`src/core/mcp_pkg.sv`:
```
// Constants, types and register map of the master clock and power mode controller.
// Assumes one 40 MHz system clock; oscillators arrive as one-cycle tick enables.
// Contract
// RULE_01: Selected source is divided by a software prescaler before CPU and peripherals.
// RULE_02: Source change waits on the old source until the new one is ready.
// RULE_03: Source changeover never truncates or doubles a master clock period.
// RULE_04: CPU, memory and each peripheral clock can be stopped individually.
// RULE_05: Four sources: crystal, user external clock, fast internal RC, slow internal RC.
// RULE_06: After reset the master clock is the fast internal RC divided by eight.
// RULE_07: Software may change prescaler and source any time after execution starts.
// RULE_08: Enabled guard switches to fast internal RC divided by eight on external failure.
// RULE_09: External clock failure raises an interrupt only when software enabled it.
// RULE_10: A configurable clock output drives an internal clock onto a pin.
// RULE_11: Gate one bits 7..0: adv timer, timer a, timer b, basic, serial, rsvd, spi, two-wire.
// RULE_12: Gate two bit 3 converter, bit 2 wakeup unit, other bits reserved.
// RULE_13: Wait stops only the CPU clock; any interrupt or reset resumes.
// RULE_14: Active halt regulator on stops CPU and peripherals; wakes on wakeup, external, reset.
// RULE_15: Active halt regulator off is the same but regulator off, slower wakeup.
// RULE_16: Halt stops CPU and peripherals, regulator off; wakes on external event or reset.
// RULE_17: Guard declares failure when no external edge within fixed slow-RC interval.
package mcp_pkg;

  localparam int unsigned CLK_HZ        = 40_000_000;
  localparam int unsigned REG_START_NS  = 2000;
  localparam int unsigned REG_START_CYC =
    (REG_START_NS * (CLK_HZ / 1_000_000) + 999) / 1000;

  localparam int unsigned AW       = 8;
  localparam int unsigned PRE_W    = 3;
  localparam int unsigned CNT_W    = 7;
  localparam int unsigned IRQ_W    = 2;

  localparam logic [AW-1:0] OFS_CTRL     = 8'h00;
  localparam logic [AW-1:0] OFS_POWER    = 8'h04;
  localparam logic [AW-1:0] OFS_STATUS   = 8'h08;
  localparam logic [AW-1:0] OFS_GATE_ONE = 8'h0C;
  localparam logic [AW-1:0] OFS_GATE_TWO = 8'h10;
  localparam logic [AW-1:0] OFS_IRQ_STAT = 8'h14;
  localparam logic [AW-1:0] OFS_IRQ_MASK = 8'h18;

  localparam int unsigned CTRL_SRC_LSB  = 0;
  localparam int unsigned CTRL_PRE_LSB  = 2;
  localparam int unsigned CTRL_GUARD    = 5;
  localparam int unsigned CTRL_COUT_EN  = 6;
  localparam int unsigned CTRL_COUT_LSB = 7;
  localparam int unsigned CTRL_MEM_STOP = 9;

  localparam int unsigned PWR_MODE_LSB  = 0;
  localparam int unsigned PWR_ENTER     = 4;

  localparam int unsigned STAT_SRC_LSB  = 0;
  localparam int unsigned STAT_BUSY     = 2;
  localparam int unsigned STAT_RDY_LSB  = 3;
  localparam int unsigned STAT_PM_LSB   = 7;
  localparam int unsigned STAT_REG_ON   = 10;

  localparam int unsigned IRQ_FAIL      = 0;
  localparam int unsigned IRQ_SWITCHED  = 1;

  localparam logic [PRE_W-1:0] PRE_RESET      = 3'h3;
  localparam logic [7:0]       GATE_ONE_RESET = 8'hFF;
  localparam logic [7:0]       GATE_ONE_MASK  = 8'hFB;
  localparam logic [7:0]       GATE_TWO_RESET = 8'h0C;
  localparam logic [7:0]       GATE_TWO_MASK  = 8'h0C;

  typedef enum logic [1:0] {
    SRC_FAST_RC = 2'h0,
    SRC_SLOW_RC = 2'h1,
    SRC_XTAL = 2'h2,
    SRC_UEXT = 2'h3
  } mcp_src_t;

  typedef enum logic [1:0] {
    LPM_WAIT   = 2'h0,
    LPM_AH_ON  = 2'h1,
    LPM_AH_OFF = 2'h2,
    LPM_HALT   = 2'h3
  } mcp_lpm_t;

  typedef enum logic [2:0] {
    PM_RUN    = 3'h0,
    PM_WAIT   = 3'h1,
    PM_AH_ON  = 3'h3,
    PM_AH_OFF = 3'h2,
    PM_HALT   = 3'h6,
    PM_WAKE   = 3'h7
  } mcp_pm_t;

  typedef struct packed {
    logic        hsel;
    logic [31:0] haddr;
    logic [1:0]  htrans;
    logic        hwrite;
    logic [2:0]  hsize;
    logic [31:0] hwdata;
    logic        hready;
  } mcp_ahb_in_t;

  typedef struct packed {
    logic [3:0] tick;
    logic [3:0] ready;
  } mcp_osc_t;

  typedef struct packed {
    logic irq;
    logic ext_event;
    logic auto_wakeup_unit;
  } mcp_wake_t;

endpackage

```
`src/core/mcp_core.sv`:
```
// Master clock selection, prescaling, gating, clock guard and low-power sequencing.
// Assumes AHB-Lite master on clock_in; oscillator ticks and ready flags synchronous.
`timescale 1ns/1ps

module mcp_core
  import mcp_pkg::*;
#(
  parameter int unsigned GUARD_LSI_TICKS = 4,
  parameter int unsigned GUARD_W         = 8
) (
  input  wire logic        clock_in,
  input  wire logic        rst_b_in,
  input  wire mcp_ahb_in_t ahb_in,
  input  wire mcp_osc_t    osc_in,
  input  wire mcp_wake_t   wake_in,
  output logic [31:0]      hrdata_out,
  output logic             hreadyout_out,
  output logic             hresp_out,
  output logic             master_tick_out,
  output logic             cpu_tick_out,
  output logic             mem_tick_out,
  output logic [7:0]       periph_one_tick_out,
  output logic [7:0]       periph_two_tick_out,
  output logic             clock_out_pin_drive_out,
  output logic             clock_out_oe_out,
  output logic             regulator_on_out,
  output logic             irq_out
);

  function automatic logic is_external(input mcp_src_t src);
    is_external = (src == SRC_XTAL) || (src == SRC_UEXT);
  endfunction

  function automatic logic [CNT_W-1:0] terminal(input logic [PRE_W-1:0] pre);
    terminal = CNT_W'((8'h01 << pre) - 8'h01);
  endfunction

  // Control state
  mcp_src_t             sel_req;
  mcp_src_t             cur_src;
  logic [PRE_W-1:0]     pre;
  logic                 guard_en;
  logic                 cout_en;
  logic [1:0]           cout_sel;
  logic                 mem_stop;
  logic [1:0]           lpm_sel;
  logic [7:0]           gate_one;
  logic [7:0]           gate_two;
  logic [IRQ_W-1:0]     irq_stat;
  logic [IRQ_W-1:0]     irq_mask;
  mcp_pm_t              pm;
  mcp_pm_t              next_pm;
  logic [CNT_W-1:0]     div_cnt;
  logic [GUARD_W-1:0]   guard_cnt;
  logic [7:0]           wake_cnt;

  // Bus slave state
  logic                 wr_pend;
  logic [AW-1:0]        wr_addr;
  logic                 rd_pend;
  logic [AW-1:0]        rd_addr;

  // Decode nets, declared ahead so any order of use is legal
  logic                 bus_take;
  logic                 take_wr;
  logic                 take_rd;
  logic [31:0]          wd;
  logic                 wr_ctrl;
  logic                 wr_power;
  logic                 wr_g_one;
  logic                 wr_g_two;
  logic                 wr_istat;
  logic                 wr_imask;

  logic                 src_tick;
  logic                 req_ready;
  logic                 busy;
  logic [CNT_W-1:0]     div_term;
  logic                 do_switch;
  logic                 tick_now;
  logic                 guard_armed;
  logic                 ext_tick;
  logic                 slow_tick;
  logic                 guard_fail;
  logic                 cpu_run;
  logic                 periph_run;
  logic                 reg_off;
  logic                 enter_lp;
  logic                 wake_done;
  logic [IRQ_W-1:0]     irq_clr;
  logic [IRQ_W-1:0]     next_irq_stat;
  logic [IRQ_W-1:0]     next_irq_mask;
  logic                 cout_tick;
  logic [31:0]          stat_word;
  logic [31:0]          ctrl_word;
  logic [31:0]          rd_word;

  // Bus decode
  assign bus_take = ahb_in.hsel & ahb_in.htrans[1] & ahb_in.hready;
  assign take_wr  = bus_take & ahb_in.hwrite;
  assign take_rd  = bus_take & ~ahb_in.hwrite;
  assign wd       = ahb_in.hwdata;
  assign wr_ctrl  = wr_pend & (wr_addr == OFS_CTRL);
  assign wr_power = wr_pend & (wr_addr == OFS_POWER);
  assign wr_g_one = wr_pend & (wr_addr == OFS_GATE_ONE);
  assign wr_g_two = wr_pend & (wr_addr == OFS_GATE_TWO);
  assign wr_istat = wr_pend & (wr_addr == OFS_IRQ_STAT);
  assign wr_imask = wr_pend & (wr_addr == OFS_IRQ_MASK);

  // Source selection and prescaler
  assign src_tick  = osc_in.tick[cur_src];
  assign req_ready = osc_in.ready[sel_req];
  assign busy      = (sel_req != cur_src);
  assign div_term  = terminal(pre);
  // Change only between periods, so the last old period is always whole
  assign do_switch = busy & req_ready & (div_cnt == '0) & ~src_tick
                     & ~guard_fail; // RULE_02 RULE_03
  assign tick_now  = src_tick & (div_cnt >= div_term); // RULE_01

  // Clock guard: slow RC ticks counted between external edges
  assign guard_armed = guard_en & is_external(cur_src)
                       & ((pm == PM_RUN) | (pm == PM_WAIT));
  assign ext_tick    = src_tick;
  assign slow_tick   = osc_in.tick[SRC_SLOW_RC];
  assign guard_fail  = guard_armed & slow_tick & ~ext_tick
                       & (guard_cnt == GUARD_W'(GUARD_LSI_TICKS - 1)); // RULE_17

  // Power state decode
  assign cpu_run    = (pm == PM_RUN);
  assign periph_run = (pm == PM_RUN) | (pm == PM_WAIT); // RULE_13 RULE_14
  assign reg_off    = (pm == PM_AH_OFF) | (pm == PM_HALT); // RULE_15 RULE_16
  assign enter_lp   = wr_power & wd[PWR_ENTER] & cpu_run;
  assign wake_done  = (wake_cnt == 8'(REG_START_CYC - 1));

  // Interrupt status: hardware set wins over a write-one clear
  wire [IRQ_W-1:0] irq_evt;
  assign irq_evt[IRQ_FAIL]     = guard_fail;
  assign irq_evt[IRQ_SWITCHED] = do_switch;
  assign irq_clr       = wr_istat ? wd[IRQ_W-1:0] : '0;
  assign next_irq_stat = (irq_stat & ~irq_clr) | irq_evt;
  assign next_irq_mask = wr_imask ? wd[IRQ_W-1:0] : irq_mask;

  // Clock output selection
  assign cout_tick = (cout_sel == 2'h0) ? tick_now :
                     (cout_sel == 2'h1) ? osc_in.tick[SRC_FAST_RC] :
                     (cout_sel == 2'h2) ? osc_in.tick[SRC_SLOW_RC] :
                                          osc_in.tick[SRC_XTAL];

  // Read mux
  assign stat_word = (32'(cur_src)          << STAT_SRC_LSB)
                          | (32'(busy)             << STAT_BUSY)
                          | (32'(osc_in.ready)     << STAT_RDY_LSB)
                          | (32'(pm)               << STAT_PM_LSB)
                          | (32'(!reg_off)         << STAT_REG_ON);
  assign ctrl_word = (32'(sel_req)          << CTRL_SRC_LSB)
                          | (32'(pre)              << CTRL_PRE_LSB)
                          | (32'(guard_en)         << CTRL_GUARD)
                          | (32'(cout_en)          << CTRL_COUT_EN)
                          | (32'(cout_sel)         << CTRL_COUT_LSB)
                          | (32'(mem_stop)         << CTRL_MEM_STOP);
  assign rd_word   = (rd_addr == OFS_CTRL)     ? ctrl_word :
                            (rd_addr == OFS_POWER)    ? 32'(lpm_sel) << PWR_MODE_LSB :
                            (rd_addr == OFS_STATUS)   ? stat_word :
                            (rd_addr == OFS_GATE_ONE) ? 32'(gate_one) :
                            (rd_addr == OFS_GATE_TWO) ? 32'(gate_two) :
                            (rd_addr == OFS_IRQ_STAT) ? 32'(irq_stat) :
                            (rd_addr == OFS_IRQ_MASK) ? 32'(irq_mask) :
                                                        32'h0000_0000;

  // Low-power sequencer
  always_comb begin
    next_pm = pm;
    unique case (pm)
      PM_RUN: begin
        if (enter_lp) begin
          unique case (mcp_lpm_t'(wd[PWR_MODE_LSB +: 2]))
            LPM_WAIT:   next_pm = PM_WAIT;
            LPM_AH_ON:  next_pm = PM_AH_ON;
            LPM_AH_OFF: next_pm = PM_AH_OFF;
            LPM_HALT:   next_pm = PM_HALT;
          endcase
        end
      end
      PM_WAIT: begin
        if (wake_in.irq | wake_in.ext_event | irq_out) begin
          next_pm = PM_RUN; // RULE_13
        end
      end
      PM_AH_ON: begin
        if (wake_in.auto_wakeup_unit | wake_in.ext_event) begin
          next_pm = PM_RUN; // RULE_14
        end
      end
      PM_AH_OFF: begin
        if (wake_in.auto_wakeup_unit | wake_in.ext_event) begin
          next_pm = PM_WAKE; // RULE_15
        end
      end
      PM_HALT: begin
        if (wake_in.ext_event) begin
          next_pm = PM_WAKE; // RULE_16
        end
      end
      PM_WAKE: begin
        if (wake_done) begin
          next_pm = PM_RUN;
        end
      end
      default: next_pm = PM_RUN;
    endcase
  end

  always_ff @(posedge clock_in or negedge rst_b_in) begin
    if (!rst_b_in) begin
      pm       <= PM_RUN;
      wake_cnt <= 8'h00;
    end else begin
      pm       <= next_pm;
      wake_cnt <= (pm == PM_WAKE) ? wake_cnt + 8'h01 : 8'h00;
    end
  end

  // AHB-Lite slave: writes land in the data phase, reads take one wait state
  always_ff @(posedge clock_in or negedge rst_b_in) begin
    if (!rst_b_in) begin
      wr_pend       <= 1'b0;
      wr_addr       <= '0;
      rd_pend       <= 1'b0;
      rd_addr       <= '0;
      hreadyout_out <= 1'b1;
      hrdata_out    <= 32'h0000_0000;
      hresp_out     <= 1'b0;
    end else begin
      wr_pend       <= take_wr;
      rd_pend       <= take_rd;
      hresp_out     <= 1'b0;
      if (bus_take) begin
        wr_addr <= ahb_in.haddr[AW-1:0];
        rd_addr <= ahb_in.haddr[AW-1:0];
      end
      if (take_rd) begin
        hreadyout_out <= 1'b0;
      end else if (rd_pend) begin
        hreadyout_out <= 1'b1;
        hrdata_out    <= rd_word;
      end
    end
  end

  // Control register; a guard failure overrides a same-cycle write of source and prescaler
  always_ff @(posedge clock_in or negedge rst_b_in) begin
    if (!rst_b_in) begin
      sel_req  <= SRC_FAST_RC; // RULE_06
      pre      <= PRE_RESET; // RULE_06
      guard_en <= 1'b0;
      cout_en  <= 1'b0;
      cout_sel <= 2'h0;
      mem_stop <= 1'b0;
      lpm_sel  <= 2'h0;
    end else begin
      if (guard_fail) begin
        sel_req <= SRC_FAST_RC; // RULE_08
        pre     <= PRE_RESET; // RULE_08
      end else if (wr_ctrl) begin
        sel_req <= mcp_src_t'(wd[CTRL_SRC_LSB +: 2]); // RULE_05 RULE_07
        pre     <= wd[CTRL_PRE_LSB +: PRE_W]; // RULE_07
      end
      if (wr_ctrl) begin
        guard_en <= wd[CTRL_GUARD];
        cout_en  <= wd[CTRL_COUT_EN];
        cout_sel <= wd[CTRL_COUT_LSB +: 2];
        mem_stop <= wd[CTRL_MEM_STOP]; // RULE_04
      end
      if (wr_power) begin
        lpm_sel <= wd[PWR_MODE_LSB +: 2];
      end
    end
  end

  // Peripheral gates; reserved bits hold zero
  always_ff @(posedge clock_in or negedge rst_b_in) begin
    if (!rst_b_in) begin
      gate_one <= GATE_ONE_RESET & GATE_ONE_MASK;
      gate_two <= GATE_TWO_RESET;
    end else begin
      if (wr_g_one) begin
        gate_one <= wd[7:0] & GATE_ONE_MASK; // RULE_11
      end
      if (wr_g_two) begin
        gate_two <= wd[7:0] & GATE_TWO_MASK; // RULE_12
      end
    end
  end

  // Interrupt status, mask and line
  always_ff @(posedge clock_in or negedge rst_b_in) begin
    if (!rst_b_in) begin
      irq_stat <= '0;
      irq_mask <= '0;
      irq_out  <= 1'b0;
    end else begin
      irq_stat <= next_irq_stat;
      irq_mask <= next_irq_mask;
      irq_out  <= |(next_irq_stat & next_irq_mask); // RULE_09
    end
  end

  // Source changeover and prescaler counter
  always_ff @(posedge clock_in or negedge rst_b_in) begin
    if (!rst_b_in) begin
      cur_src <= SRC_FAST_RC; // RULE_06
      div_cnt <= '0;
    end else begin
      if (guard_fail) begin
        // Dead source: a partial period cannot be finished anyway
        cur_src <= SRC_FAST_RC; // RULE_08
        div_cnt <= '0;
      end else if (do_switch) begin
        cur_src <= sel_req; // RULE_02
      end else if (src_tick) begin
        div_cnt <= tick_now ? '0 : div_cnt + CNT_W'(1); // RULE_01
      end
    end
  end

  // External clock guard counter
  always_ff @(posedge clock_in or negedge rst_b_in) begin
    if (!rst_b_in) begin
      guard_cnt <= '0;
    end else if (!guard_armed || ext_tick || guard_fail) begin
      guard_cnt <= '0; // RULE_17
    end else if (slow_tick) begin
      guard_cnt <= guard_cnt + GUARD_W'(1);
    end
  end

  // Gated clock enables, all registered
  always_ff @(posedge clock_in or negedge rst_b_in) begin
    if (!rst_b_in) begin
      master_tick_out     <= 1'b0;
      cpu_tick_out        <= 1'b0;
      mem_tick_out        <= 1'b0;
      periph_one_tick_out <= 8'h00;
      periph_two_tick_out <= 8'h00;
      regulator_on_out    <= 1'b1;
    end else begin
      master_tick_out     <= tick_now;
      cpu_tick_out        <= tick_now & cpu_run; // RULE_04 RULE_13
      mem_tick_out        <= tick_now & periph_run & ~mem_stop; // RULE_04
      periph_one_tick_out <= {8{tick_now & periph_run}} & gate_one; // RULE_11 RULE_14
      periph_two_tick_out <= {8{tick_now & periph_run}} & gate_two; // RULE_12 RULE_16
      // From the settled mode, so it never drops while ticks still leave
      regulator_on_out    <= ~reg_off; // RULE_15
    end
  end

  // Clock output pin: half the rate of the chosen tick, low when off
  always_ff @(posedge clock_in or negedge rst_b_in) begin
    if (!rst_b_in) begin
      clock_out_pin_drive_out <= 1'b0;
      clock_out_oe_out        <= 1'b0;
    end else begin
      clock_out_oe_out <= cout_en; // RULE_10
      if (!cout_en) begin
        clock_out_pin_drive_out <= 1'b0;
      end else if (cout_tick) begin
        clock_out_pin_drive_out <= ~clock_out_pin_drive_out; // RULE_10
      end
    end
  end

endmodule // mcp_core

```
`config.mk`:
```
export PLATFORM = sky130hd
export DESIGN_NAME = mcp_core
export DESIGN_NICKNAME = d
export VERILOG_FILES = /design/src/core/mcp_pkg.sv /design/src/core/mcp_core.sv
export SDC_FILE = /design/constraint.sdc
export NUM_CORES = 1
export LEC_CHECK = 0
export ABC_CLOCK_PERIOD_IN_PS = 2250
export BUFFER_PORTS_ARGS = -buffer_cell sky130_fd_sc_hd__buf_2
export CAP_MARGIN = 20
export CORE_MARGIN = 3
export CORE_UTILIZATION = 47
export CTS_CLUSTER_DIAMETER = 80
export DETAILED_ROUTE_END_ITERATION = 10
export PLACE_DENSITY = 0.88
export SETUP_SLACK_MARGIN = 0.15
export SLEW_MARGIN = 10
export SYNTH_ARGS = -nofsm -noshare
export SYNTH_HDL_FRONTEND = slang
export SYNTH_SLANG_ARGS = --single-unit
```
`constraint.sdc`:
```
create_clock -name clock_in -period 2.25 [get_ports clock_in]
set_clock_uncertainty 0.05 [all_clocks]
set_input_delay 0.1125 -clock clock_in [delete_from_list [all_inputs] [get_ports clock_in]]
set_output_delay 0.1125 -clock clock_in [all_outputs]
set_load 0.05 [all_outputs]
```
=== After elaboration in Yosys (flattened, before gate mapping) ===
Index checks and enable logic that the tools add are counted.

* Register bits after elaboration: 119
* Bits of input ports: 85
* Output and inout bits: 57
* Logic and storage cells: 179

* $add $sub $neg: 4
* $lt $le $gt $ge: 3
* Equal/unequal tests: 29
* Shifts and indexed selects: 1
* Mux-type cells: 41
* Bitwise gates (word level): 52
* Reductions and logical operators: 19

{| class="wikitable"
|+ Operators by type and width
! kind !! count
|-
| 11-bit two-way mux || 3
|-
| 8-bit two-way mux || 4
|-
| 7-bit two-way mux || 4
|-
| 1-bit AND || 25
|-
| 8-bit by 5-bit equality test with 1-bit output, second input constant || 3
|-
| 3-bit two-way mux || 8
|-
| 3-bit one-hot mux with 6 select lines || 1
|-
| 8-bit by 1-bit adder with 8-bit output, second input constant || 2
|-
| 8-bit by 4-bit equality test with 1-bit output, second input constant || 2
|-
| 2-bit two-way mux || 8
|-
| 3-bit one-hot mux with 4 select lines || 1
|-
| 10-bit by 11-bit bitwise OR with 11-bit output || 1
|-
| 2-bit equality test, second input constant || 5
|-
| 2-bit by 1-bit != test with 1-bit output, second input constant || 5
|-
| 7-bit by 10-bit bitwise OR with 10-bit output || 1
|-
| 9-bit by 10-bit bitwise OR with 10-bit output || 1
|-
| 2-bit nonzero test || 5
|-
| 1-bit two-way mux || 9
|-
| 7-bit by 9-bit bitwise OR with 9-bit output || 1
|-
| 8-bit by 4-bit AND with 8-bit output || 1
|-
| 8-bit AND || 1
|-
| 8-bit by 2-bit equality test with 1-bit output, second input constant || 1
|-
| 8-bit by 3-bit equality test with 1-bit output, second input constant || 1
|-
| 8-bit by 7-bit equality test with 1-bit output, second input constant || 1
|-
| 32 further kinds || 55
|}

=== Logic depth before layout (Yosys ltp) ===
Gate-level depths: netlist of the first run.

* Word-level depth: 12
* Gate-level depth with buffers: 9
* Gate-level depth less buffers: 7

=== Least setup slack after synthesis of the first run ===
Ideal clock, no wire load.

* Kind: reg-to-reg
* From: register pre[2]
* To: register cpu_tick_out
* Library setup time: 0.119 ns
* Arrival time: 2.212 ns
* Path slack: -0.131 ns
* Stages on the path, launching flop included: 10
* Cells stage by stage: dfrtp_1 > clkbuf_1 > or3_1 > ha_1 > nor2b_1 > o21ai_0 > a21oi_1 > and3b_1 > clkbuf_1 > and2_1

* Cells in the longest elaborated chain, start to end: 5

{| class="wikitable"
|+ RTL lines
! element !! line !! RTL
|-
| from (decl) || mcp_core.sv:41 || <nowiki>logic [PRE_W-1:0] pre;</nowiki>
|-
| from (signal assigned) || mcp_core.sv:266 || <nowiki>pre <= wd[CTRL_PRE_LSB +: PRE_W];</nowiki>
|-
| 1-bit by 3-bit left shift with 7-bit output || mcp_core.sv:35 || <nowiki>terminal = CNT_W'((8'h01 << pre) - 8'h01);</nowiki>
|-
| 7-bit by 1-bit subtractor with 7-bit output || mcp_core.sv:35 ||
|-
| 7-bit greater-or-equal comparator || mcp_core.sv:118 || <nowiki>assign tick_now = src_tick & (div_cnt >= div_term);</nowiki>
|-
| 1-bit AND || mcp_core.sv:118 ||
|-
| 1-bit AND || mcp_core.sv:348 || <nowiki>cpu_tick_out <= tick_now & cpu_run;</nowiki>
|-
| to (signal assigned) || mcp_core.sv:348 ||
|-
| to (decl) || mcp_core.sv:20 || <nowiki>output logic cpu_tick_out,</nowiki>
|}

No other way between the ends.
A chain may end at the register's enable or synchronous reset.

=== Worst setup path in the final report of the first run ===
* From: register pre[0]
* To: register periph_one_tick_out[0]

* Cells in the longest elaborated chain, start to end: 6

{| class="wikitable"
|+ RTL lines
! element !! line !! RTL
|-
| 1-bit by 3-bit left shift with 7-bit output || mcp_core.sv:35 ||
|-
| 7-bit by 1-bit subtractor with 7-bit output || mcp_core.sv:35 ||
|-
| 7-bit greater-or-equal comparator || mcp_core.sv:118 ||
|-
| 1-bit AND || mcp_core.sv:118 ||
|-
| 1-bit AND || mcp_core.sv:350 || <nowiki>periph_one_tick_out <= {8{tick_now & periph_run}} & gate_one;</nowiki>
|-
| 8-bit AND || mcp_core.sv:350 ||
|-
| to (signal assigned) || mcp_core.sv:350 ||
|-
| to (decl) || mcp_core.sv:22 || <nowiki>output logic [7:0] periph_one_tick_out,</nowiki>
|}

No other way between the ends.

==> results.txt, run 1 <==
initial core utilization: 49.7%
Pwr per Cell Area: 887 nW/um2
vias in the first global route: 3593
Final Critical Period: 2.13 ns
Syn Std Cell Area: 4720 um2
Comb power frac: 35.5%
Cell Area, Placed: 5120 um2
critical path's largest stage delay: 0.40 ns
GR Overflow Total: 0
Fin Setup TNS: 0 ns
worst path cell trace: or3_1, ha_1, nor2b_1, o21ai_1, a21oi_2, and3b_2, and2_1
post-synthesis sequential area ratio: 48.6%
Synth Warn #: 0
VDD IR max: 334 uV
DRT antenna net count: 0
Slew @ Worst Pin: 0.749 ns
Synth area leader: dfrtp_1
Mapped Avg Cell Area: 10.8 um2
met2 usage: 33.3%
largest net degree at the start of global routing: 61
worst hold path type: in -> reg
GRT Total Usage: 19.1%
CTS tree: built
first-pass GRT wire length: 17500 um
final layout net count: 633
Max-slew headroom: 50.1%
Pre-antenna DRT Iters: 5
nature of the critical path endpoint: flop
FF-to-FF Start: pre[0]
Area contributors post-synth: dfrtp_1, dfstp_2, buf_4, mux2_2, nand2_1
total CTS buffers: 9
Sw Ratio: 40.1%
crit-path max FO: 6
Ports: 142
FF+latch count, synth: 91
Critical-path top delay cell: dfstp_2
Tcrit/Tclk final: 94.5%
Max clock buf depth: 2
Max Freq: 470 MHz
Via density: 5.38
# clock sinks: 91
Final Hold Viols: 0
buffers added on ports: 62
Post-synth top flop: dfrtp_1
Clock power frac: 20.1%
final slew viol count: 0
Worst Path Required: 2.46 ns
Ant. Diodes: 0
clock-pin slew on the worst setup and hold paths: 0.10 ns
design area: 5610 um2
core area: 9500 um2
Flop pwr share: 44.4%
final WL: 10400 um
Die H: 106 um
total number of vias: 3611
initial antenna violation count: 0
Post-synth EDFFs: 0
MaxCap Viol Count: 0
post-synth top area share: 41.4%
DP HPWL: 7540 um
status: finished, final reports clean
Lkg Pwr: 2.62 nW
Async SR Flop Fraction: 100%
Worst EP arrival: 2.33 ns
Min-Delay Startpoint: ahb_in[1]
WP buf/inv: 0
GRT Max-Usage Layer: met2
wire length per cell: 15.6 um
met3 GRT Util: 2.37%
Post-Syn Instances: 437
H-tree level count: 3
Root Driver: clkbuf_8
initial drt markers: 279
family with the most delay on the worst path: simple AND/OR/NAND/NOR gates
Skew-Pair Late Insertion Delay: 0.36 ns
critical path launch point: pre[0]
Internal: 2.98 mW
Synth-to-Final Area Change: 19.0%
Unique masters post-synth: 60
P_sw: 2.00 mW
Tot Pwr: 4.98 mW
met1 usage: 23.8%
unrepaired setup endpoints after global routing: true
Final Setup Violations: 0
die area: 11300 um2
Placement Rows: 35
Die Wd: 106 um
# DRC: 0
CP Launch Type: flop
Crit Path Class: reg -> reg
gpl congestion: 0.883
share of post-route cells with drive strength above 1: 30.6%
## worst paths after layout
kind / endpoint / slack, ns / depth (start not counted)
worst max-delay path: periph_one_tick_out[0] / 0.12 / 7
worst min-delay path: lpm_sel[0] / 0.05 / 2
worst max register to register: periph_one_tick_out[0] / 0.12 / 7
worst min register to register: wake_cnt[0] / 0.42 / 1
max in group asynchronous: periph_one_tick_out[7] / 1.14 / 3
min in group asynchronous: div_cnt[2] / 0.30 / 2
## power by group through the flow
stage	Clock [mW]	Combinational, mW	Sequential, mW
2_1_floorplan	0	1.06	2.33
3_3_place_gp	0	1.49	2.21
3_5_place_dp	0	1.55	2.23
4_1_cts	1.02	1.67	2.20
5_1_grt	1.10	1.93	2.25
6_report	1.00	1.77	2.21
## cells in the final DEF (no fill, tap or decap), types with 4 or more instances in the layout
cell,count
a21oi_1,13
a22o_1,6
a22oi_1,7
and2_1,10
and2_4,6
and3_1,4
buf_2,61
buf_4,23
clkbuf_8,9
conb_1,29
dfrtp_1,78
dfstp_2,13
dlygate4sd3_1,18
ha_1,11
inv_1,10
mux2_1,7
mux2_2,19
mux2i_1,10
nand2_1,41
nand3_1,10
nand4_1,7
nor2_1,38
nor2b_1,4
nor4_1,4
o21ai_0,8
o21ai_1,14
xnor2_1,7
xor2_1,12
## final cells by class
class | instances | area [um2]
flip-flops and latches | 91 | 2290
repair buffers | 103 | 669
inverters | 10 | 37.5
well taps | 129 | 161
multi-input cells | 322 | 2280
clock inverters | 6 | 48.8
fillers | 736 | 3890
clock buffers | 10 | 128
## repair_timing
item	in CTS	in global routing
pin swaps	4	7
setup endpoints to repair	12	20
hold buffers	18	0
cloned	1	0
resized for setup	5	15
hold endpoints to repair	70	0
setup buffers	3	5
## registers in the layout, indices dropped and copies added, names as in the netlist, 2 cells and up
name                 cells
hrdata_out              11
periph_two_tick_out      2
guard_cnt                8
rd_addr                  8
periph_one_tick_out      7
div_cnt                  7
pre                      3
sel_req                  2
irq_mask                 2
wake_cnt                 8
cout_sel                 2
gate_two                 2
cur_src                  2
gate_one                 7
irq_stat                 2
lpm_sel                  2
pm                       3
## worst reg2reg max path: stages, from the launching register on
cell and delay, ns:
dfstp_2 0.40, or3_1 0.36, ha_1 0.29, nor2b_1 0.13, o21ai_1 0.09, a21oi_2 0.24, and3b_2 0.30, and2_1 0.16
## stage by stage
step                      setup WS [ns]  cells  utilization, %  hold WS [ns]
after floorplan                  0.0691    465               -        -0.233
after global placement            0.167    628            53.9         0.167
after detailed placement          0.134    628            53.9         0.180
after CTS                         0.140    666            58.2        0.0303
after global routing             0.0313    671            59.1        0.0386
final                             0.124    671            59.1        0.0459
## Yosys cell counts (3+ instances only)
library cell	n
dfrtp_1	78
nand2_1	41
nor3_1	5
a21oi_1	14
ha_1	11
o21ai_1	9
mux2_1	7
inv_1	10
a22oi_1	7
a22o_1	6
buf_4	29
clkbuf_1	8
nor4_1	5
xor2_1	12
o21ai_0	13
mux2_2	19
xnor2_1	7
buf_2	4
dfstp_2	13
and3_1	4
nor4b_1	3
nand4_1	7
mux2i_1	10
and2_1	16
nor2_1	39
nand3_1	10
nor2b_1	4
## layer usage
metal | vias to the layer above | part of all wire (%)
li1 | 1687 | -
met1 | 1774 | 42
met2 | 135 | 50
met3 | 15 | 6.0
met4 | 0 | 1.6
met5 | - | 0
## cell families after synthesis
| family | Yosys count | share of synthesized area, % |
|---|---|---|
| adder cells (fa/ha/maj) | 11 | 2.92 |
| AND/OR/NAND/NOR | 153 | 17.9 |
| buffers and inverters | 53 | 6.95 |
| other | 1 | 0.0795 |
| XOR/XNOR | 19 | 3.53 |
| AO/OA/AOI/OAI | 69 | 10.1 |
| flip-flops | 91 | 48.6 |
| multiplexers | 40 | 9.92 |
No activity file was read; power rests on OpenSTA's default activity.
==> run 2, diff against run 1 <==
==> constraint.sdc (replaced) <==
create_clock -name clock_in -period 2.25 [get_ports clock_in]
set_clock_uncertainty 0.05 [all_clocks]
set_input_delay 0.3375 -clock clock_in [delete_from_list [all_inputs] [get_ports clock_in]]
set_output_delay 0.3375 -clock clock_in [all_outputs]
set_load 0.05 [all_outputs]
==> results.txt, run 2 (synthesis gave the netlist of run 1 again) <==
final layout net count: 619 (was 633)
DRT antenna net count: 0 (unchanged)
unrepaired setup endpoints after global routing: true (unchanged)
Internal: 3.23 mW (was 2.98 mW)
clock-pin slew on the worst setup and hold paths: 0.09 ns (was 0.10 ns)
# DRC: 0 (unchanged)
Pre-antenna DRT Iters: 7 (was 5)
Pwr per Cell Area: 944 nW/um2 (was 887 nW/um2)
max reg flops: 11 (unchanged)
MaxCap Viol Count: 0 (unchanged)
worst path cell trace: or3_4, ha_4, nor2b_4, o21ai_2, a21oi_2, and3b_2, nor2b_2 (was or3_1, ha_1, nor2b_1, o21ai_1, a21oi_2, and3b_2, and2_1)
Ant. Diodes: 0 (unchanged)
Die H: 106 um (unchanged)
Max Freq: 481 MHz (was 470 MHz)
Worst EP arrival: 2.29 ns (was 2.33 ns)
Final Hold Viols: 0 (unchanged)
Fin Setup TNS: 0 ns (unchanged)
total CTS buffers: 9 (unchanged)
Root Driver: clkbuf_8 (unchanged)
Crit Path Class: reg -> reg (unchanged)
most frequent cells in the layout: dfrtp_1, buf_2, nand2_1 (unchanged)
met2 WL: 5300 um (was 5270 um)
Synth-to-Final Area Change: 17.5% (was 19.0%)
DP HPWL: 7630 um (was 7540 um)
Placement Rows: 35 (unchanged)
crit-path max FO: 6 (unchanged)
Final Critical Period: 2.08 ns (was 2.13 ns)
wl on met1: 4370 um (was 4380 um)
fin cells: 657 (was 671)
initial antenna violation count: 0 (unchanged)
critical path's largest stage delay: 0.41 ns (was 0.40 ns)
Critical-path top delay cell: dfstp_2 (unchanged)
P_sw: 2.00 mW (about the same)
first-pass GRT wire length: 17300 um (was 17500 um)
Max clock buf depth: 2 (unchanged)
largest net degree at the start of global routing: 49 (was 61)
hold slack: 0.109 ns (was 0.0459 ns)
Via density: 5.47 (was 5.38)
Final Setup Violations: 0 (unchanged)
Tcrit/Tclk final: 92.4% (was 94.5%)
GR Overflow Total: 0 (unchanged)
initial core utilization: 49.7% (unchanged)
die area: 11300 um2 (unchanged)
status: finished, final reports clean (unchanged)
Die Wd: 106 um (unchanged)
CTS tree: built (unchanged)
worst hold path type: in -> reg (unchanged)
gpl congestion: 0.882 (was 0.883)
share of post-route cells with drive strength above 1: 32.0% (was 30.6%)
post-placement cell count: 628 (unchanged)
commonest non-fill, non-tap cell in the layout: dfrtp_1 (unchanged)
VDD IR max: 409 uV (was 334 uV)
total number of vias: 3597 (was 3611)
Ports: 142 (unchanged)
Skew-Pair Late Insertion Delay: 0.37 ns (was 0.36 ns)
WP buf/inv: 0 (unchanged)
Biggest register: hrdata_out (unchanged)
nature of the critical path endpoint: flop (unchanged)
buffers added on ports: 62 (unchanged)
Tot Pwr: 5.23 mW (was 4.98 mW)
Max-slew headroom: 62.8% (was 50.1%)
metal3 WL: 760 um (was 626 um)
Slew @ Worst Pin: 0.559 ns (was 0.749 ns)
Sw Ratio: 38.2% (was 40.1%)
vias in the first global route: 3556 (was 3593)
Flop pwr share: 42.1% (was 44.4%)
GRT Total Usage: 19.1% (about the same)
H-tree level count: 3 (unchanged)
core area: 9500 um2 (unchanged)
initial drt markers: 320 (was 279)
top layer in use: met4 (unchanged)
wire length per cell: 16.5 um (was 15.6 um)
Clock power frac: 24.1% (was 20.1%)
CP Launch Type: flop (unchanged)
Lkg Pwr: 2.60 nW (was 2.62 nW)
Comb power frac: 33.9% (was 35.5%)
# clock sinks: 91 (unchanged)
final slew viol count: 0 (unchanged)
final WL: 10800 um (was 10400 um)
family with the most delay on the worst path: simple AND/OR/NAND/NOR gates (unchanged)
Worst Path Required: 2.46 ns (about the same)
==> run 2: cell count changes in the layout (fill, tap and decap cells not counted), moves of 2 or more <==
| cell | delta |
|---|---|
| nor3_2 | -2 |
| o21ai_1 | -2 |
| a21oi_2 | +2 |
| dlygate4sd3_1 | -17 |
| clkinvlp_4 | -2 |
| nor2b_1 | -2 |
| a21oi_1 | -2 |
| buf_4 | +2 |
| and2_1 | +3 |
| nor3_1 | +2 |
| and2_4 | -3 |
| bufinv_16 | +2 |
==> run 2: final timing paths <==
check                            start               to  slack, ns  depth (start not counted)
max                             pre[1]     mem_tick_out       0.17                          7
min                         ahb_in[36]          rd_pend       0.11                          2
max reg2reg                     pre[1]     mem_tick_out       0.17                          7
min reg2reg                wake_cnt[0]      wake_cnt[0]       0.43                          1
max in group asynchronous     rst_b_in      gate_one[7]       0.99                          3
min in group asynchronous     rst_b_in  master_tick_out       0.45                          2
==> run 2: worst reg2reg max path, stage by stage, from the launching register on <==
cell and delay (ns):
dfstp_2 0.41, or3_4 0.40, ha_4 0.25, nor2b_4 0.11, o21ai_2 0.07, a21oi_2 0.20, and3b_2 0.30, nor2b_2 0.17
==> run 2: final cells by class <==
class | instances | area (um2)
inverter | 10 | 37.5
sequential | 91 | 2290
fill | 756 | 3960
multi-input combinational | 322 | 2290
timing repair buffer | 89 | 534
clock inverter | 6 | 93.8
tap | 129 | 161
clock buffer | 10 | 138
==> run 2: through the flow <==
step                worst slack (ns)  util [%]  instance area, um2
floorplan                     0.0691         -                4840
global placement               0.162      54.0                5140
detailed placement             0.138      54.0                5140
CTS                            0.146      56.7                5390
global route                   0.106      58.4                5550
finish                         0.171      58.4                5550
==> run 2: what timing repair did <==
item                       4_1_cts  5_1_grt
hold endpoints to repair        41        0
gates cloned                     0        1
resized for setup                3       16
hold buffers                     1        0
setup buffers                    0       11
pin swaps                        0        5
setup endpoints to repair       12       21
==> run 2: routing by layer <==
metal  up-vias  global-route usage (%)
met3        38                    2.25
met1      1722                    24.7
met4         0                    10.5
met5         -                       0
li1       1655                       -
met2       182                    31.4
==> run 2: power by group through the flow <==
stage | sequential, mW | combinational, mW | clock [mW]
2_1_floorplan | 2.33 | 1.06 | 0
3_5_place_dp | 2.23 | 1.55 | 0
3_3_place_gp | 2.21 | 1.49 | 0
4_1_cts | 2.19 | 1.58 | 1.27
6_report | 2.20 | 1.77 | 1.26
5_1_grt | 2.24 | 1.94 | 1.35
